$ cat config.mk
export PLATFORM = sky130hd
export DESIGN_NAME = dftr_top
export DESIGN_NICKNAME = d
export VERILOG_FILES = /design/src/hdl/dftr_pkg.sv /design/src/hdl/dftr_thresh.sv /design/src/hdl/dftr_ramp.sv /design/src/hdl/dftr_top.sv
export SDC_FILE = /design/constraint.sdc
export NUM_CORES = 1
export LEC_CHECK = 0
export BUFFER_PORTS_ARGS = -buffer_cell sky130_fd_sc_hd__buf_2
export CORE_AREA = 4 4 169 212
export CTS_CLUSTER_DIAMETER = 30
export DETAILED_ROUTE_END_ITERATION = 10
export DIE_AREA = 0 0 173 216
export GPL_TIMING_DRIVEN = 0
export PLACE_DENSITY = 0.85
export SYNTH_ARGS = -nofsm -noshare
export SYNTH_HDL_FRONTEND = slang
export SYNTH_SLANG_ARGS = --single-unit
$ cat constraint.sdc
create_clock -name core_clk_in -period 11.1 [get_ports core_clk_in]
set_clock_uncertainty 0.2 [all_clocks]
set_input_delay 0.555 -clock core_clk_in [delete_from_list [all_inputs] [get_ports core_clk_in]]
set_output_delay 0.555 -clock core_clk_in [all_outputs]
set_load 0.01 [all_outputs]
$ cat src/hdl/dftr_pkg.sv
// Shared constants, register map and helper functions of the threshold ramp.
`default_nettype none
package dftr_pkg;

    // ***********************************************************************
    // Timing
    // ***********************************************************************
    localparam int     CLK_KHZ          = 50000;
    localparam int     RAMP_FULL_MS     = 35000;
    localparam int     DUTY_SLOTS       = 255;
    localparam longint RAMP_TICK_L      =
        (longint'(CLK_KHZ) * longint'(RAMP_FULL_MS)) / longint'(DUTY_SLOTS);
    localparam int     RAMP_TICK_CYCLES = int'(RAMP_TICK_L);
    localparam int     SLOW_FACTOR      = 4;

    // ***********************************************************************
    // Register indices (byte address is four times the index)
    // ***********************************************************************
    localparam logic [7:0] IDX_OP_R1     = 8'h33;
    localparam logic [7:0] IDX_OP_R2     = 8'h35;
    localparam logic [7:0] IDX_DYN_CTRL  = 8'h36;
    localparam logic [7:0] IDX_LIM_FIRST = 8'h4E;
    localparam logic [7:0] IDX_LIM_LAST  = 8'h53;
    localparam logic [7:0] IDX_CFG_FIRST = 8'h5C;
    localparam logic [7:0] IDX_CFG_LAST  = 8'h5E;
    localparam logic [7:0] IDX_ACOU1     = 8'h62;
    localparam logic [7:0] IDX_FAN2_STEP_SELECT     = 8'h63;
    localparam logic [7:0] IDX_THR_FIRST = 8'h67;
    localparam logic [7:0] IDX_THR_LAST  = 8'h69;
    localparam logic [7:0] IDX_FMT       = 8'h70;
    localparam logic [7:0] IDX_DUTY_FST  = 8'h71;
    localparam logic [7:0] IDX_DUTY_LST  = 8'h73;
    localparam logic [7:0] IDX_STAT      = 8'h74;

    // ***********************************************************************
    // Field positions, channel order remote 1, local, remote 2
    // ***********************************************************************
    localparam int CAP_BIT   [3] = '{4, 3, 2};
    localparam int DYN_BIT   [3] = '{7, 6, 5};
    localparam int STEP_LSB  [3] = '{0, 4, 0};
    localparam int RAMP_BIT  [3] = '{3, 7, 3};
    localparam int SLOW_BIT      = 3;
    localparam int OFF64_BIT     = 0;

    // ***********************************************************************
    // Reset values
    // ***********************************************************************
    localparam logic [7:0] OP_RST   = 8'hA4;
    localparam logic [7:0] LOW_RST  = 8'h01;
    localparam logic [7:0] HIGH_RST = 8'h7F;
    localparam logic [7:0] THR_RST  = 8'h5A;
    localparam logic [7:0] REG_RST  = 8'h00;

    // ***********************************************************************
    // Temperature format
    // ***********************************************************************
    localparam logic signed [8:0] FLOOR_TWOS  = 9'sh181;
    localparam logic signed [8:0] FLOOR_OFF64 = 9'sh1C0;
    localparam logic        [8:0] TEMP_OFFSET = 9'h040;

    // Step size in time slots for a three-bit ramp code.
    function automatic logic [7:0] step_slots(input logic [2:0] code);
        unique case (code)
            3'h0: step_slots = 8'h01;
            3'h1: step_slots = 8'h02;
            3'h2: step_slots = 8'h03;
            3'h3: step_slots = 8'h05;
            3'h4: step_slots = 8'h08;
            3'h5: step_slots = 8'h0C;
            3'h6: step_slots = 8'h18;
            3'h7: step_slots = 8'h30;
        endcase
    endfunction

    // Raw register value to signed degrees.
    function automatic logic signed [8:0] to_deg(input logic [7:0] v,
                                                 input logic       off64);
        to_deg = off64 ? $signed({1'b0, v} - TEMP_OFFSET)
                       : $signed({v[7], v});
    endfunction

    // Signed degrees back to the raw register value.
    function automatic logic [7:0] from_deg(input logic signed [8:0] d,
                                            input logic              off64);
        logic [8:0] raw;
        raw      = off64 ? 9'($unsigned(d) + TEMP_OFFSET) : $unsigned(d);
        from_deg = raw[7:0];
    endfunction

endpackage
`default_nettype wire

$ cat src/hdl/dftr_thresh.sv
// Long-cycle raise and floor clamp of one channel's fan start threshold.
`default_nettype none
module dftr_thresh
    import dftr_pkg::*;
(
    input  wire logic       off64_in,
    input  wire logic       dyn_en_in,
    input  wire logic       long_cycle_in,
    input  wire logic [7:0] temp_in,
    input  wire logic [7:0] low_in,
    input  wire logic [7:0] high_in,
    input  wire logic [7:0] op_in,
    input  wire logic [7:0] thr_in,
    output logic      [7:0] next_thr_out,
    output logic            below_out
);

    logic signed [8:0] t_deg;
    logic signed [8:0] thr_deg;
    logic signed [8:0] floor_deg;
    logic signed [8:0] cand;
    logic              raise;

    always_comb begin
        t_deg     = to_deg(temp_in, off64_in);
        thr_deg   = to_deg(thr_in, off64_in);
        floor_deg = off64_in ? FLOOR_OFF64 : FLOOR_TWOS;
        below_out = t_deg < thr_deg;
        raise     = dyn_en_in && long_cycle_in
                 && !below_out
                 && (t_deg < to_deg(low_in, off64_in))
                 && (thr_deg < to_deg(high_in, off64_in))
                 && (thr_deg < to_deg(op_in, off64_in));
        cand = raise ? 9'(thr_deg + 9'sd1) : thr_deg;
        if (dyn_en_in && (cand < floor_deg)) begin
            cand = floor_deg;
        end
        next_thr_out = dyn_en_in ? from_deg(cand, off64_in) : thr_in;
    end

endmodule // dftr_thresh
`default_nettype wire

$ cat src/hdl/dftr_ramp.sv
// Stepped acoustic ramp of one fan drive duty cycle.
`default_nettype none
module dftr_ramp
    import dftr_pkg::*;
(
    input  wire logic       core_clk_in,
    input  wire logic       rst_n_in,
    input  wire logic       tick_in,
    input  wire logic       ramp_en_in,
    input  wire logic       slow_in,
    input  wire logic [2:0] step_code_in,
    input  wire logic [7:0] target_in,
    output logic      [7:0] duty_out
);

    typedef struct packed {
        logic [7:0] duty;
        logic [1:0] slow_cnt;
    } dftr_ramp_s;

    dftr_ramp_s st;
    dftr_ramp_s next_st;
    logic [7:0] step;
    logic       act;

    always_comb begin
        next_st = st;
        step    = step_slots(step_code_in);
        act     = tick_in && (!slow_in || (st.slow_cnt == 2'(SLOW_FACTOR - 1)));
        if (tick_in) begin
            next_st.slow_cnt = st.slow_cnt + 2'h1;
        end
        if (!ramp_en_in) begin
            next_st.duty = target_in;
        end else if (act && (target_in > st.duty)) begin
            // Keep climbing while the target is above the output.
            next_st.duty = ((target_in - st.duty) > step)
                         ? 8'(st.duty + step) : target_in;
        end else if (act && (target_in < st.duty)) begin
            next_st.duty = ((st.duty - target_in) > step)
                         ? 8'(st.duty - step) : target_in;
        end
    end

    always_ff @(posedge core_clk_in or negedge rst_n_in) begin
        if (!rst_n_in) begin
            st <= '0;
        end else begin
            st <= next_st;
        end
    end

    assign duty_out = st.duty;

endmodule // dftr_ramp
`default_nettype wire

$ cat src/hdl/dftr_top.sv
// Dynamic fan start threshold, alert capture and acoustic ramp with APB.
//
// What this block does
// Raise threshold on long cycle below low limit
// Raise only below high limit, never above
// Raise only while below operating point
// Below threshold: fan minimum, adjustment suspended; the block only flags it on below_start_out and leaves duty_out untouched
// Clamp threshold floor per temperature format
// Remote 2 capture on alert when enabled
// Local capture on alert when enabled
// Remote 1 capture on alert when enabled
// Disabled capture keeps programmed operating point
// Control bits enable adjustment per channel
// Disabled adjustment leaves threshold untouched
// Fan 1 step size select, eight codes
// Fan 3 step size select, same codes
// Fan 2 step size select, same codes
// One-slot full ramp takes about 35 s
// Keep stepping up while target stays above
// Optional per-output four times slower ramp
// Low alert input means capture assertion
// Step down when target below, store result
// Drive period has 255 slots
// Enable bits turn stepped ramping on
// Configuration bit 3 slows ramp by four
// Evaluate raise together at long cycle
`default_nettype none
module dftr_top
    import dftr_pkg::*;
#(
    parameter int TICK_CYCLES = RAMP_TICK_CYCLES
)
(
    input  wire logic            core_clk_in,
    input  wire logic            rst_n_in,
    // APB slave.
    input  wire logic            psel_in,
    input  wire logic            penable_in,
    input  wire logic            pwrite_in,
    input  wire logic [9:0]      paddr_in,
    input  wire logic [31:0]     pwdata_in,
    output logic      [31:0]     prdata_out,
    output logic                 pready_out,
    output logic                 pslverr_out,
    // Measurement side, channel order remote 1, local, remote 2.
    input  wire logic [2:0][7:0] temp_in,
    input  wire logic [2:0]      long_cycle_in,
    input  wire logic            overtemp_alert_pin_n_in,
    // Fan side, order fan 1, fan 2, fan 3.
    input  wire logic [2:0][7:0] target_duty_in,
    output logic      [2:0][7:0] duty_out,
    output logic      [2:0]      below_start_out,
    output logic      [2:0][7:0] fan_start_threshold_out
);

    // ***********************************************************************
    // State
    // ***********************************************************************
    typedef struct packed {
        logic [2:0][7:0] op;
        logic [2:0][7:0] low;
        logic [2:0][7:0] high;
        logic [2:0][7:0] thr;
        logic [2:0][7:0] fan_cfg;
        logic [7:0]      dyn_ctrl;
        logic [7:0]      acou1;
        logic [7:0]      fan2_step_select;
        logic [7:0]      fmt;
        logic [31:0]     tick_cnt;
        logic            tick;
        logic            alert_s1;
        logic            alert_s2;
        logic [31:0]     rdata;
        logic            rerr;
    } dftr_top_s;

    dftr_top_s       st;
    dftr_top_s       next_st;
    logic [2:0][7:0] thr_next;
    logic [2:0]      below;
    logic [2:0]      cap_en;
    logic [2:0]      dyn_en;
    logic [2:0][2:0] step_code;
    logic [2:0]      ramp_en;
    logic [2:0]      slow;
    logic            alert_on;
    logic [7:0]      idx;
    logic            setup;
    logic            wr_acc;

    // ***********************************************************************
    // Register decode
    // ***********************************************************************
    // True when the index names an implemented register.
    function automatic logic idx_mapped(input logic [7:0] i);
        idx_mapped = (i >= IDX_OP_R1 && i <= IDX_DYN_CTRL)
                  || (i >= IDX_LIM_FIRST && i <= IDX_LIM_LAST)
                  || (i >= IDX_CFG_FIRST && i <= IDX_CFG_LAST)
                  || (i == IDX_ACOU1) || (i == IDX_FAN2_STEP_SELECT)
                  || (i >= IDX_THR_FIRST && i <= IDX_THR_LAST)
                  || (i >= IDX_FMT && i <= IDX_STAT);
    endfunction

    // Register value seen by a read of the given index.
    function automatic logic [7:0] reg_value(input dftr_top_s       s,
                                             input logic [7:0]      i,
                                             input logic [2:0][7:0] d,
                                             input logic [2:0]      b);
        logic [7:0] k;
        k         = 8'h00;
        reg_value = 8'h00;
        if (i >= IDX_OP_R1 && i <= IDX_OP_R2) begin
            k         = i - IDX_OP_R1;
            reg_value = s.op[k[1:0]];
        end else if (i == IDX_DYN_CTRL) begin
            reg_value = s.dyn_ctrl;
        end else if (i >= IDX_LIM_FIRST && i <= IDX_LIM_LAST) begin
            k         = i - IDX_LIM_FIRST;
            reg_value = k[0] ? s.high[k[2:1]] : s.low[k[2:1]];
        end else if (i >= IDX_CFG_FIRST && i <= IDX_CFG_LAST) begin
            k         = i - IDX_CFG_FIRST;
            reg_value = s.fan_cfg[k[1:0]];
        end else if (i == IDX_ACOU1) begin
            reg_value = s.acou1;
        end else if (i == IDX_FAN2_STEP_SELECT) begin
            reg_value = s.fan2_step_select;
        end else if (i >= IDX_THR_FIRST && i <= IDX_THR_LAST) begin
            k         = i - IDX_THR_FIRST;
            reg_value = s.thr[k[1:0]];
        end else if (i == IDX_FMT) begin
            reg_value = s.fmt;
        end else if (i >= IDX_DUTY_FST && i <= IDX_DUTY_LST) begin
            k         = i - IDX_DUTY_FST;
            reg_value = d[k[1:0]];
        end else if (i == IDX_STAT) begin
            reg_value = {5'h00, b};
        end
    endfunction

    // ***********************************************************************
    // Per-channel and per-fan field extraction
    // ***********************************************************************
    assign alert_on = !st.alert_s2;

    genvar g;
    generate
        for (g = 0; g < 3; g++) begin : g_chan
            assign cap_en[g]    = st.dyn_ctrl[CAP_BIT[g]];
            assign dyn_en[g]    = st.dyn_ctrl[DYN_BIT[g]];
            assign step_code[g] = (g == 0)
                ? st.acou1[STEP_LSB[g] +: 3]
                : st.fan2_step_select[STEP_LSB[g] +: 3];
            assign ramp_en[g]   = (g == 0)
                ? st.acou1[RAMP_BIT[g]]
                : st.fan2_step_select[RAMP_BIT[g]];
            assign slow[g]      = st.fan_cfg[g][SLOW_BIT];

            dftr_thresh u_thresh (
                .off64_in      (st.fmt[OFF64_BIT]),
                .dyn_en_in     (dyn_en[g]),
                .long_cycle_in (long_cycle_in[g]),
                .temp_in       (temp_in[g]),
                .low_in        (st.low[g]),
                .high_in       (st.high[g]),
                .op_in         (st.op[g]),
                .thr_in        (st.thr[g]),
                .next_thr_out  (thr_next[g]),
                .below_out     (below[g])
            );

            dftr_ramp u_ramp (
                .core_clk_in  (core_clk_in),
                .rst_n_in     (rst_n_in),
                .tick_in      (st.tick),
                .ramp_en_in   (ramp_en[g]),
                .slow_in      (slow[g]),
                .step_code_in (step_code[g]),
                .target_in    (target_duty_in[g]),
                .duty_out     (duty_out[g])
            );
        end
    endgenerate

    // ***********************************************************************
    // Next state
    // ***********************************************************************
    always_comb begin
        next_st  = st;
        idx      = paddr_in[9:2];
        setup    = psel_in && !penable_in;
        wr_acc   = psel_in && penable_in && pwrite_in;

        // Alert pin synchroniser.
        next_st.alert_s1 = overtemp_alert_pin_n_in;
        next_st.alert_s2 = st.alert_s1;

        // Time base for the duty ramp, one tick per slot step.
        next_st.tick = 1'b0;
        if (st.tick_cnt >= 32'(TICK_CYCLES - 1)) begin
            next_st.tick_cnt = 32'h0000_0000;
            next_st.tick     = 1'b1;
        end else begin
            next_st.tick_cnt = st.tick_cnt + 32'h0000_0001;
        end

        // Read data and error are prepared in the setup cycle.
        if (setup) begin
            next_st.rerr  = !idx_mapped(idx) || (paddr_in[1:0] != 2'h0);
            next_st.rdata = next_st.rerr ? 32'h0000_0000
                          : {24'h00_0000, reg_value(st, idx, duty_out,
                                                   below)};
        end

        // Software writes in the access phase.
        if (wr_acc && !st.rerr) begin
            if (idx >= IDX_OP_R1 && idx <= IDX_OP_R2) begin
                next_st.op[2'(idx - IDX_OP_R1)] = pwdata_in[7:0];
            end else if (idx == IDX_DYN_CTRL) begin
                next_st.dyn_ctrl = pwdata_in[7:0];
            end else if (idx >= IDX_LIM_FIRST && idx <= IDX_LIM_LAST) begin
                if (idx[0] == IDX_LIM_FIRST[0]) begin
                    next_st.low[2'((idx - IDX_LIM_FIRST) >> 1)] =
                        pwdata_in[7:0];
                end else begin
                    next_st.high[2'((idx - IDX_LIM_FIRST) >> 1)] =
                        pwdata_in[7:0];
                end
            end else if (idx >= IDX_CFG_FIRST && idx <= IDX_CFG_LAST) begin
                next_st.fan_cfg[2'(idx - IDX_CFG_FIRST)] = pwdata_in[7:0];
            end else if (idx == IDX_ACOU1) begin
                next_st.acou1 = pwdata_in[7:0];
            end else if (idx == IDX_FAN2_STEP_SELECT) begin
                next_st.fan2_step_select = pwdata_in[7:0];
            end else if (idx >= IDX_THR_FIRST && idx <= IDX_THR_LAST) begin
                next_st.thr[2'(idx - IDX_THR_FIRST)] = pwdata_in[7:0];
            end else if (idx == IDX_FMT) begin
                next_st.fmt = pwdata_in[7:0];
            end
        end

        // Hardware updates take priority over a write in the same cycle.
        for (int c = 0; c < 3; c++) begin
            if (dyn_en[c] && (thr_next[c] != st.thr[c])) begin
                next_st.thr[c] = thr_next[c];
            end
            if (alert_on && cap_en[c]) begin
                // Capture follows the alert level while it is held.
                next_st.op[c] = temp_in[c];
            end
        end
    end

    // ***********************************************************************
    // Registers
    // ***********************************************************************
    always_ff @(posedge core_clk_in or negedge rst_n_in) begin
        if (!rst_n_in) begin
            st          <= '0;
            st.op       <= {3{OP_RST}};
            st.low      <= {3{LOW_RST}};
            st.high     <= {3{HIGH_RST}};
            st.thr      <= {3{THR_RST}};
            st.fan_cfg  <= {3{REG_RST}};
            st.dyn_ctrl <= REG_RST;
            st.acou1    <= REG_RST;
            st.fan2_step_select    <= REG_RST;
            st.fmt      <= REG_RST;
            st.alert_s1 <= 1'b1;
            st.alert_s2 <= 1'b1;
        end else begin
            st <= next_st;
        end
    end

    // ***********************************************************************
    // Outputs
    // ***********************************************************************
    assign pready_out              = 1'b1;
    assign prdata_out              = st.rdata;
    assign pslverr_out             = psel_in && penable_in && st.rerr;
    assign fan_start_threshold_out = st.thr;
    assign below_start_out         = below;

endmodule // dftr_top
`default_nettype wire

Word-level counts from Yosys, hierarchy flattened

Memories as Yosys holds them, arrays and structs flattened.
Index checks and enable logic that the tools add are counted.

Register bits: 250
Memories kept: 3
Bits in read-only memories: 144
Input bits: 99

Reductions and logical operators: 95
Add/subtract/negate cells: 42
Order comparisons: 50
Equality and inequality tests: 32
Multiplexer cells: 111
Bitwise gates (word level): 8

Memory list:

| memory           | words | width | read ports | clocked after Yosys merged registers in | write ports | line           | RTL |
|---|---|---|---|---|---|---|---|
| (name not given) | 8     | 6     | 1          | 0                                       | 0           | dftr_pkg.sv:63 | `unique case (code)` |
| (name not given) | 8     | 6     | 1          | 0                                       | 0           | dftr_pkg.sv:63 |  |
| (name not given) | 8     | 6     | 1          | 0                                       | 0           | dftr_pkg.sv:63 |  |

Operator list:

| kind                                                                     | number |
|---|---|
| 8-bit two-way mux                                                        | 57 |
| 24-bit two-way mux                                                       | 11 |
| 9-bit two-way mux                                                        | 18 |
| 152-bit two-way mux                                                      | 1 |
| 8-bit by 7-bit subtractor with 9-bit output (second input constant)      | 15 |
| 128-bit two-way mux                                                      | 1 |
| 24-bit bitwise mux                                                       | 5 |
| 9-bit less-than comparator                                               | 12 |
| 8-bit binary-select mux with 2-bit select                                | 6 |
| 48-bit two-way mux                                                       | 2 |
| 96-bit two-way mux                                                       | 1 |
| 8-bit > comparator                                                       | 9 |
| 8-bit subtractor                                                         | 9 |
| 8-bit demux with 2-bit select                                            | 4 |
| 1-bit logical AND                                                        | 49 |
| 8-bit by 7-bit >= comparator with 1-bit output (second input constant)   | 5 |
| 8-bit by 7-bit <= comparator with 1-bit output (second input constant)   | 5 |
| 2-bit by 1-bit inequality test with 1-bit output (second input constant) | 18 |
| 32-bit by 1-bit adder with 32-bit output (second input constant)         | 1 |
| 8-bit by 7-bit equality test with 1-bit output (second input constant)   | 4 |
| 32-bit by 23-bit >= comparator with 1-bit output (second input constant) | 1 |
| 32-bit two-way mux                                                       | 1 |
| 9-bit by 2-bit adder with 9-bit output (second input constant)           | 3 |
| 9-bit by 8-bit less-than comparator with 1-bit output                    | 3 |
| other kinds (30)                                                         | 97 |

Longest topological paths before layout

Gate-level depths: netlist of run 1.

Depth after elaboration: 19
Mapped depth: 27
Gate-level depth less buffers: 22

Modules after synthesis

From an unflattened synthesis of run 1, not the netlist that was laid out.

Cell total of the unflattened synthesis: 2622
Area, all modules: 23217.3 um^2

Modules (own cells, without submodules):

| module                                | area an instance (um^2) | instances | cells each | sequential area each (um^2) |
|---|---|---|---|---|
| dftr_top                              | 11064.4                 | 1         | 1044       | 4963.5 |
| dftr_ramp at g_chan[1].u_ramp ...     | 2361.0                  | 2         | 296        | 250.2 |
| dftr_thresh at g_chan[0].u_thresh ... | 1725.4                  | 2         | 236        | 0.0 |
| dftr_ramp at g_chan[0].u_ramp         | 2369.8                  | 1         | 295        | 250.2 |
| dftr_thresh at g_chan[2].u_thresh     | 1610.3                  | 1         | 219        | 0.0 |

Least setup slack after synthesis of run 1

Ideal clock, no wire load.

Kind: reg2reg
Start point: reg st[68] (netlist name)
End point: reg st, in the netlist fan_start_threshold_out[20]
Setup time: 0.082 ns
Path buffers: 7
Arrival: 5.616 ns
Slack: 5.202 ns
Data required time: 10.818 ns
Cell stages (with the launch flop): 26
Clock period less this slack: 5.898 ns
Cell sequence: dfrtp_1 > buf_6 > buf_12 > buf_6 > buf_2 > buf_1 > buf_1 > clkbuf_1 > nor2_1 > a21oi_1 > ha_1 > and3_1 > a221oi_1 > a31o_2 > nand2_2 > nor4_1 > nor2_1 > ha_1 > nor4b_1 > mux2i_1 > nor4_1 > o21bai_1 > mux2_2 > o21bai_1 > o2bb2ai_1 > a211o_1

Longest elaborated chain between the ends: 18

Ends and longest elaborated chain:

| element                                                                                                 | line              | RTL |
|---|---|---|
| start: declaration                                                                                      | dftr_top.sv:77    | `dftr_top_s st;` |
| start signal: assignment                                                                                | dftr_top.sv:271   | `st <= next_st;` |
| 9-bit two-way mux                                                                                       | dftr_pkg.sv:78    | `to_deg = off64 ? $signed({1'b0, v} - TEMP_OFFSET)` |
| 9-bit less-than comparator                                                                              | dftr_thresh.sv:28 | `below_out = t_deg < thr_deg;` |
| 1-bit logical NOT                                                                                       | dftr_thresh.sv:30 | `&& !below_out` |
| 1-bit logical AND                                                                                       | dftr_thresh.sv:30 |  |
| 1-bit logical AND                                                                                       | dftr_thresh.sv:31 | `&& (t_deg < to_deg(low_in, off64_in))` |
| 1-bit logical AND                                                                                       | dftr_thresh.sv:32 | `&& (thr_deg < to_deg(high_in, off64_in))` |
| 1-bit logical AND                                                                                       | dftr_thresh.sv:33 | `&& (thr_deg < to_deg(op_in, off64_in));` |
| 9-bit two-way mux                                                                                       | dftr_thresh.sv:34 | `cand = raise ? 9'(thr_deg + 9'sd1) : thr_deg;` |
| [... 2 more ...]                                                                                        | -                 |  |
| 8-bit two-way mux                                                                                       | dftr_thresh.sv:35 | `if (dyn_en_in && (cand < floor_deg)) begin` |
| 8-bit by 7-bit adder with 8-bit output                                                                  | dftr_pkg.sv:86    | `raw = off64 ? 9'($unsigned(d) + TEMP_OFFSET) : $unsigned(d);` |
| 8-bit two-way mux *                                                                                     | dftr_pkg.sv:86    |  |
| 8-bit two-way mux *                                                                                     | dftr_thresh.sv:38 | `next_thr_out = dyn_en_in ? from_deg(cand, off64_in) : thr_in;` |
| 8-bit inequality test                                                                                   | dftr_top.sv:243   | `if (dyn_en[c] && (thr_next[c] != st.thr[c])) begin` |
| 1-bit logical AND                                                                                       | dftr_top.sv:243   |  |
| 2-bit by 1-bit inequality test with 1-bit output (no line) / 2-bit nonzero test (equally long branches) | -                 |  |
| 8-bit AND reduction (no line)                                                                           | -                 |  |

Mark *: on every way between the ends. The rest lies on a longest branch, timed or not.
A chain may end at the register's enable or synchronous reset.

Worst setup path after layout of run 1

Ends and elaborated chain as after synthesis.

==> results.py, run 1 <==
metrics = {
    "timing": {
        "drv_slew": 0,
        "finalSetupViolCount": 0,
        "fmax_mhz": 115,
        "timing.slew.headroom_pct": 18.6,
        "finalSetupTns_ps": 0,
        "hold_viol": 0,
        "fin_crit_sh_pct": 78.3,
        "holdWs_ps": 44.3,
        "rsz0062_at_grt": "false",
        "tightest_slew_ps": 1220,
        "period_needed_ps": 8690,
    },
    "clock_tree": {
        "clkSlewWorstSetupHoldPaths_ps": 60,
        "cts_max_path_buffers": 3,
        "cts.repair.resized": 0,
        "cts_tree": "done",
        "cts_sinks": 226,
        "root_buffer": "clkbuf_16",
        "cts_setup_buffers": 0,
        "cts_made_buffers": 48,
        "h-tree-depth": 2,
        "insertion_delay_ps": 580,
    },
    "global_route": {
        "grt_max_degree": 125,
        "grt_pass1_vias": 20345,
        "overflow": 0,
        "grt_pass1_wl_um": 114000,
        "track_usage_pct": 38.6,
        "antenna_found_initial": 1,
    },
    "critical_path": {
        "critical_path_required_ps": 11380,
        "crit_fanout": 10,
        "arrival_ps": 8970,
        "cp_num_buf_inv": 7,
        "cpPeakStageDelay_ps": 850,
        "start_kind": "flop",
        "crit_family": "buffers and inverters",
        "criticalPathCategory": "flop to flop",
        "end_kind": "flop",
        "cpMaxStageDelayCell": "buf_1",
    },
    "layout": {
        "area_growth_pct": 13.8,
        "finish.net_count": 3096,
        "finalNonFillerCells": 3204,
        "drive_gt1_share_pct": 18.6,
        "seqCellArea_um2": 5710,
        "multiInputGateArea_um2": 14100,
        "fillCellCount": 2500,
    },
    "die": {
        "core_um2": 33600,
        "core.rowCount": 75,
        "dieHeight_um": 216,
        "pin_count": 184,
        "initial_core_util_pct": 64.5,
        "die-area_um2": 37400,
        "dieWidth_um": 173,
    },
    "synthesis": {
        "synth.most_common_cell": "ha_1",
        "synth-async-reset-ratio_pct": 100,
        "yosysTopAreaCellShare_pct": 20.7,
        "synth_area_um2": 21700,
        "yosys-top-cells-area": "dfrtp_1 (21%), ha_1 (14%), mux2_2 (6.0%)",
        "ys.flop_type": "dfrtp_1",
        "netlist.top_cell.by_area": "dfrtp_1",
        "yosys_warnings": 0,
        "ys_types": 107,
        "synth_edf_count": 0,
        "yosysSeqAreaShare_pct": 26.4,
        "avgSynthCellArea_um2": 8.56,
        "synth_seq_cells": 226,
        "synthCells": 2531,
        "synth_common_cells": "ha_1 (243), inv_1 (216), nor2_1 (194), dfrtp_1 (179), nand2_1 (176)",
    },
    "route": {
        "wire_per_inst_um": 23.3,
        "routed_via_density": 6.41,
        "drt-initial-drc-count": 1570,
        "drcViolationCount": 0,
        "wirelength_met1_um": 27800,
        "dr_total_vias": 20523,
        "wl_met3_um": 5750,
        "routed.top_layer": "met4",
        "dr.pass1.iters": 6,
        "wl_met2_um": 34600,
        "drtAntennaViolNets": 0,
        "routed_wl_um": 74700,
    },
    "run_status": {
        "outcome": "completed",
    },
    "placement": {
        "gp_congestion": 0.999,
        "dp.cells": 3113,
        "io_buffers": 126,
        "dpl.hpwl_um": 56200,
    },
    "pwr": {
        "leakage_nw": 11.7,
        "p_per_area_nw_per_um2": 143,
        "vdd_drop_max_uv": 149,
    },
    "run": {
        "maxCapViolations": 0,
    },
    "min_path": {
        "hp-class": "input pin to flop",
    },
}
-- timing repair --
item | 4_1_cts | 5_1_grt
hold buffers | 2 | 0
hold endpoints to repair | 82 | 0
setup endpoints to repair | 0 | 0
-- layout by cell type, fill, tap and decap left out, types with 24 or more instances in the layout --
cell type  instances
buf_2            135
a21o_1            33
o21bai_1          27
nand2_1          176
dfrtp_1          179
nor3_1            41
o21ai_0          167
a21oi_1          144
xnor2_1           57
inv_1            216
nand3_1           66
conb_1            34
mux2i_1          102
o21a_1            24
nand2b_1          34
xor2_1            45
dfstp_2           47
buf_4             86
clkbuf_16         48
nor2_1           194
mux2_2           115
ha_1             243
clkbuf_1          92
nor2b_1           40
-- power breakdown --
part           total [mW]  switching, mW  internal, mW  leakage (nW)
sequential          0.918         0.0570         0.861          2.86
clock                1.47          0.577         0.889         0.807
combinational        1.13          0.647         0.486          8.06
-- area by class of cell --
type | count | share of cell area, %
repair buffers | 129 | 2.79
well taps | 423 | 2.15
clock inverters | 38 | 1.78
clock buffers | 50 | 4.94
flip-flops and latches | 226 | 23.2
diodes | 1 | 0.0101
multi-input cells | 1908 | 57.1
inverters | 220 | 3.35
plain buffers | 209 | 4.73
-- final timing paths --
| kind | cells past startpoint | slack (ps) | to | start |
|---|---|---|---|---|
| max in group asynchronous | 3 | 9130 | g_chan[2].u_ramp.duty_out[2] | rst_n_in |
| worst min-delay path | 3 | 40 | st[211] | temp_in[15] |
| worst max-delay path | 25 | 2410 | fan_start_threshold_out[20] | st[68] |
| min in group asynchronous | 2 | 440 | fan_start_threshold_out[10] | rst_n_in |
| worst max register to register | 25 | 2410 | fan_start_threshold_out[20] | st[68] |
| worst min register to register | 0 | 160 | st[33] | next_st[33] |
-- sequential cells by signal, summed over array words and instances (netlist names) --
register,count
next_st,1
ramp_en,3
st,151
fan_start_threshold_out,24
g_chan.u_ramp.st,6
prdata_out,8
slow,3
cap_en,3
dyn_en,3
g_chan.u_ramp.duty_out,24
-- cell families after synthesis --
logic type                 share of synthesized area (%)
AOI/OAI and AO/OA                                   18.4
xor gates and xnor gates                            4.20
adders and majority gates                           15.2
buffers and inverters                               9.20
DFF                                                 26.4
muxes                                               10.8
other                                             0.0346
and+or+nand+nor                                     15.8
-- per-layer routing --
layer | vias up | track usage [%]
met5 | - | 0
met4 | 0 | 27.9
met3 | 357 | 5.97
met2 | 1137 | 64.0
met1 | 9742 | 45.6
li1 | 9287 | -
-- through the flow --
stage	power (mW)	setup slack (ps)	area [um2]	utilization [%]
floorplan	1.74	5200	21800	-
detailed placement	2.04	2670	23000	68.4
CTS	3.51	2630	24700	73.4
finish	3.52	2410	24700	73.4
global route	3.69	2020	24700	73.4
global placement	2.02	2810	23000	68.3
-- worst reg2reg max path, cell delays in order (launching register included) --
cell and delay (ps):
dfrtp_1 500, buf_6 250, buf_12 180, buf_6 170, buf_2 380, buf_1 860
buf_1 750, clkbuf_1 770, nor2_1 160, a21oi_1 190, ha_1 280, and3_1 170
a221oi_1 290, a31o_2 290, nand2_2 160, nor4_1 490, nor2_1 90, ha_1 230
nor4b_1 250, mux2i_1 140, nor4_1 270, o21bai_1 300, mux2_2 430, o21bai_1 390
o2bb2ai_1 130, a211o_1 300
No activity file was read; power rests on OpenSTA's default activity.
==> run 2, diff against run 1 <==
CORE_AREA = 4 4 181 227   (was 4 4 169 212)
DIE_AREA = 0 0 185 231   (was 0 0 173 216)
PLACE_DENSITY = 0.78   (was 0.85)
clock period = 6.95 ns   (was 11.1 ns; I/O delays follow)
==> run 2 against run 1 <==
Against the previous run:
- total power rose by 67%
- sequential power is 60% higher
- register-to-register slack lost 2100 ps
- critical path depth is 3 lower
- hold slack got worse by 12 ps
- design area increased by 2.8%
- critical path type unchanged
- core utilization fell by 8.3 points
- fmax up 30%
- wire length is 0.53% lower
- final cell count grew 3.8%
- sequential share of layout area down 0.63 points
==> results.py, run 2 (synthesis gave the netlist of run 1 again) <==
metrics = {
    "run_status": {
        "outcome": "completed",
    },
    "critical_path": {
        "timing.rr.start": "st[68]",
        "r2r_end": "fan_start_threshold_out[20]",
        "reg2reg_setup_slack_ps": 270,
        "arrival_ps": 6960,
        "cpMaxStageDelayCell": "dfrtp_1",
        "end_kind": "flop",
        "crit_family": "compound AO/OA/AOI/OAI gates",
        "critical_path_required_ps": 7240,
        "criticalPathCategory": "flop to flop",
        "cpPeakStageDelay_ps": 500,
        "reg2reg_depth": 22,
        "start_kind": "flop",
        "crit_fanout": 28,
        "crit_chain": "buf_6, buf_12, buf_6, clkbuf_4, buf_2, xnor2_1, ha_1, and3_1, a221oi_1, a31o_2, nand2_2, nor4_2, nor2_1, ha_1, nor4b_1, mux2i_1, nor4_1, o21bai_1, mux2_2, o21bai_1, o2bb2ai_1, a211o_1",
        "cp_num_buf_inv": 5,
    },
    "route": {
        "routed_wl_um": 74300,
        "dr_total_vias": 20547,
        "wire_per_inst_um": 22.3,
        "drcViolationCount": 0,
        "dr.pass1.iters": 5,
        "drtAntennaViolNets": 0,
        "routed_via_density": 6.18,
        "drt-initial-drc-count": 1622,
    },
    "timing": {
        "period_needed_ps": 6680,
        "tightest_slew_ps": 1250,
        "finalSetupViolCount": 0,
        "fin_crit_sh_pct": 96.0,
        "fmax_mhz": 150,
        "finalSetupTns_ps": 0,
        "timing.slew.headroom_pct": 16.1,
        "drv_slew": 0,
        "hold_viol": 0,
    },
    "die": {
        "die-area_um2": 42700,
        "core_um2": 38900,
        "pin_count": 184,
        "dieHeight_um": 231,
        "initial_core_util_pct": 55.7,
        "dieWidth_um": 185,
        "core.rowCount": 81,
    },
    "global_route": {
        "overflow": 0,
        "grt_pass1_vias": 20572,
        "antenna_found_initial": 0,
        "grt_pass1_wl_um": 113000,
        "track_usage_pct": 33.9,
        "grt_max_degree": 115,
    },
    "run": {
        "maxCapViolations": 0,
    },
    "placement": {
        "dp.cells": 3188,
        "gp_congestion": 1.02,
        "dpl.hpwl_um": 56600,
        "io_buffers": 126,
    },
    "min_path": {
        "whs_path_depth": 3,
        "hp-class": "input pin to flop",
        "min_from": "target_duty_in[1]",
        "whs_endpoint": "g_chan[0].u_ramp.duty_out[1]",
    },
    "pwr": {
        "leakage_nw": 12.0,
        "finalPower_mw": 5.86,
        "vdd_drop_max_uv": 205,
        "p_per_area_nw_per_um2": 231,
    },
    "layout": {
        "drive_gt1_share_pct": 18.7,
        "regMostFlops": "st",
        "area_growth_pct": 17.0,
        "largest_reg_flops": 151,
        "finish.net_count": 3136,
        "final_common_cell": "ha_1",
        "finalNonFillerCells": 3325,
        "fillCellCount": 3271,
        "layout_common_cells": "ha_1 (243), inv_1 (216), nor2_1 (194)",
    },
    "clock_tree": {
        "cts_max_path_buffers": 3,
        "clkSlewWorstSetupHoldPaths_ps": 60,
        "cts_tree": "done",
        "root_buffer": "clkbuf_16",
        "cts_sinks": 226,
        "cts_made_buffers": 51,
        "insertion_delay_ps": 590,
        "h-tree-depth": 2,
    },
}
-- run 2: cell types whose count changed in the layout (fill, tap and decap cells not counted), moves of 3 or more --
cell / change
clkinv_4: +3
inv_6: -5
dlygate4sd3_1: +39
inv_8: -4
bufinv_16: +4
clkbuf_8: +4
clkbuf_16: +3
-- run 2: power by group --
| part | internal, mW | leakage [nW] | switching (mW) |
|---|---|---|---|
| registers | 1.38 | 2.86 | 0.0980 |
| logic | 0.792 | 8.23 | 1.03 |
| clock network | 1.66 | 0.893 | 0.903 |
| total | 3.83 | 12.0 | 2.03 |
-- run 2: final cells by class --
type,instances,area (um2),area share [%]
Tap cell,498,623,2.46
Antenna cell,2,5.00,0.0197
Sequential cell,226,5710,22.5
Clock inverter,37,492,1.94
Clock buffer,59,1360,5.35
Inverter,220,826,3.26
Buffer,207,1170,4.61
Multi-Input combinational cell,1908,14100,55.6
Timing Repair Buffer,168,1080,4.25
-- run 2: worst min-delay path, cell delays in order --
cell     delay, ps
buf_2          140
a22oi_1        100
a21oi_1        170
-- run 2: per-stage QoR --
step	setup slack [ps]	hold WS (ps)	instance area [um2]	util (%)
after global routing	-10.3	48.1	25400	65.1
after detailed placement	-1350	147	23100	59.3
after global placement	-1290	147	23000	59.2
final	275	32.4	25400	65.2
after floorplan	1050	-148	21800	-
after CTS	203	0.647	25300	65.1
-- run 2: per-layer routing --
layer | up-vias | routed length [um] | global-route usage (%)
met3 | 327 | 5220 | 5.33
met2 | 920 | 35400 | 57.5
li1 | 9384 | - | -
met4 | 0 | 6190 | 23.3
met5 | - | 0 | 0
met1 | 9916 | 27500 | 38.7
-- run 2: repair_timing --
item / in CTS / in global routing
endpoints found under the hold margin: 112 / 0
resized for setup: 3 / 9
hold buffers: 41 / 0
buffers inserted: 0 / 0
endpoints found under the setup margin: 25 / 8
cloned: 0 / 0
-- run 2: worst max-delay path by stage --
stage	startpoint	endpoint	slack [ps]	depth (start not counted)
floorplan	st[68]	fan_start_threshold_out[20]	1050	25
global placement	st[68]	fan_start_threshold_out[20]	-1290	25
finish	st[68]	fan_start_threshold_out[20]	270	22
global route	st[68]	fan_start_threshold_out[20]	-10	22
detailed placement	st[68]	fan_start_threshold_out[20]	-1350	25
CTS	st[68]	fan_start_threshold_out[20]	200	23
==> run 3, diff against run 2 <==
HOLD_SLACK_MARGIN = 0.08   (was not set)
==> run 3 against run 2 <==
Against the previous run:
- first-iteration DRC count down 5.4%
- largest cell class unchanged
- hold slack better by 84 ps
- die area is the same
- total power hardly changed
- fmax increased by 0.70%
- register-to-register slack better by 50 ps
- largest power group unchanged
==> results.py, run 3 (synthesis gave the netlist of run 1 again) <==
metrics = {
    "run_status": {
        "outcome": "completed",
    },
    "min_path": {
        "min_from": "target_duty_in[5]",
        "hp-class": "input pin to flop",
        "whs_path_depth": 4,
        "whs_endpoint": "g_chan[0].u_ramp.duty_out[5]",
    },
    "critical_path": {
        "timing.rr.start": "st[68]",
        "end_kind": "flop",
        "r2r_end": "fan_start_threshold_out[20]",
        "crit_fanout": 28,
        "reg2reg_setup_slack_ps": 320,
        "reg2reg_depth": 22,
        "criticalPathCategory": "flop to flop",
        "start_kind": "flop",
        "arrival_ps": 6920,
        "critical_path_required_ps": 7240,
    },
    "die": {
        "pin_count": 184,
        "core.rowCount": 81,
        "die-area_um2": 42700,
        "dieHeight_um": 231,
        "core_um2": 38900,
        "dieWidth_um": 185,
        "initial_core_util_pct": 55.7,
    },
    "pwr": {
        "vdd_drop_max_uv": 205,
        "p_per_area_nw_per_um2": 231,
        "leakage_nw": 12.0,
        "finalPower_mw": 5.86,
    },
    "layout": {
        "finish.net_count": 3143,
        "largest_reg_flops": 151,
        "layout_common_cells": "ha_1 (243), inv_1 (216), nor2_1 (194)",
        "area_growth_pct": 17.3,
        "seqCellArea_um2": 5710,
        "final_common_cell": "ha_1",
        "multiInputGateArea_um2": 14100,
        "drive_gt1_share_pct": 18.6,
        "regMostFlops": "st",
        "fillCellCount": 3261,
        "final_core_util_pct": 65.3,
    },
    "placement": {
        "dpl.hpwl_um": 56600,
        "place_ws_ps": -1350,
        "io_buffers": 126,
        "gp_congestion": 1.02,
    },
    "global_route": {
        "overflow": 0,
        "grt_max_degree": 115,
        "antenna_found_initial": 0,
        "grt_pass1_vias": 20605,
        "grt_pass1_wl_um": 113000,
        "track_usage_pct": 33.9,
    },
    "route": {
        "wire_per_inst_um": 22.3,
        "routed_wl_um": 74400,
        "routed_via_density": 6.17,
        "drtAntennaViolNets": 0,
        "drt-initial-drc-count": 1534,
        "dr.pass1.iters": 6,
        "dr_total_vias": 20555,
        "drcViolationCount": 0,
    },
    "timing": {
        "fin_crit_sh_pct": 95.4,
        "fmax_mhz": 151,
        "setup_ws_ps": 321,
        "timing.slew.headroom_pct": 14.5,
        "hold_viol": 0,
        "drv_slew": 0,
        "period_needed_ps": 6630,
        "finalSetupViolCount": 0,
        "finalSetupTns_ps": 0,
        "tightest_slew_ps": 1280,
    },
    "clock_tree": {
        "cts_sinks": 226,
        "cts_tree": "done",
        "cts_made_buffers": 51,
        "cts_max_path_buffers": 3,
        "clkSlewWorstSetupHoldPaths_ps": 50,
        "root_buffer": "clkbuf_16",
        "cts_setup_buffers": 0,
        "h-tree-depth": 2,
        "insertion_delay_ps": 590,
    },
    "run": {
        "maxCapViolations": 0,
    },
}
run 3: changes by cell type in the layout (fill, tap and decap cells not counted):
cell,change
dlygate4sd3_1,+7
run 3: how the worst max path moves through the flow:
stage | from | to | slack [ps]
floorplan | st[68] | fan_start_threshold_out[20] | 1050
global placement | st[68] | fan_start_threshold_out[20] | -1290
detailed placement | st[68] | fan_start_threshold_out[20] | -1350
CTS | st[68] | fan_start_threshold_out[20] | 200
global route | st[68] | fan_start_threshold_out[20] | -10
finish | st[68] | fan_start_threshold_out[20] | 320
run 3: report_power, final:
part	switching, mW	total (mW)	internal (mW)	leakage, nW
clock network	0.902	2.56	1.66	0.893
logic	1.03	1.83	0.794	8.26
registers	0.0988	1.47	1.38	2.86
run 3: per-layer routing:
layer,share of wire (%),wire [um],global-route usage (%),vias to the layer above
li1,-,-,-,9386
met1,37,27800,38.7,9932
met2,48,35500,57.6,926
met3,6.8,5080,5.34,311
met4,8.2,6090,23.2,0
met5,0,0,0,-
run 3: cell type report:
cell class / count / area share (%)
plain buffers: 207 / 4.60
flip-flops and latches: 226 / 22.5
inverters: 220 / 3.25
multi-input cells: 1908 / 55.4
clock inverters: 37 / 1.93
repair buffers: 175 / 4.52
diodes: 2 / 0.0197
clock buffers: 59 / 5.33
well taps: 498 / 2.45
run 3: critical path, stage by stage, from the launching register on:
cell and delay, ps:
dfrtp_1 500, buf_6 240, buf_12 170, buf_6 290, clkbuf_4 350, buf_2 400, xnor2_1 190, ha_1 270
and3_1 200, a221oi_1 280, a31o_2 270, nand2_2 160, nor4_2 430, nor2_1 80, ha_1 220, nor4b_1 260
mux2i_1 150, nor4_1 260, o21bai_1 310, mux2_2 430, o21bai_1 360, o2bb2ai_1 130, a211o_1 300
run 3: through the flow:
step           std cells  hold WS [ps]  instance area, um2
2_1_floorplan       2563          -148               21800
3_3_place_gp        3187           147               23000
3_5_place_dp        3188           147               23100
4_1_cts             3330          91.7               25400
5_1_grt             3330           111               25400
6_report            3332           116               25400
run 3: timing repair:
item | 4_1_cts | 5_1_grt
endpoints found under the hold margin | 118 | 0
resized for setup | 3 | 9
hold buffers | 48 | 0
setup endpoints to repair | 25 | 8
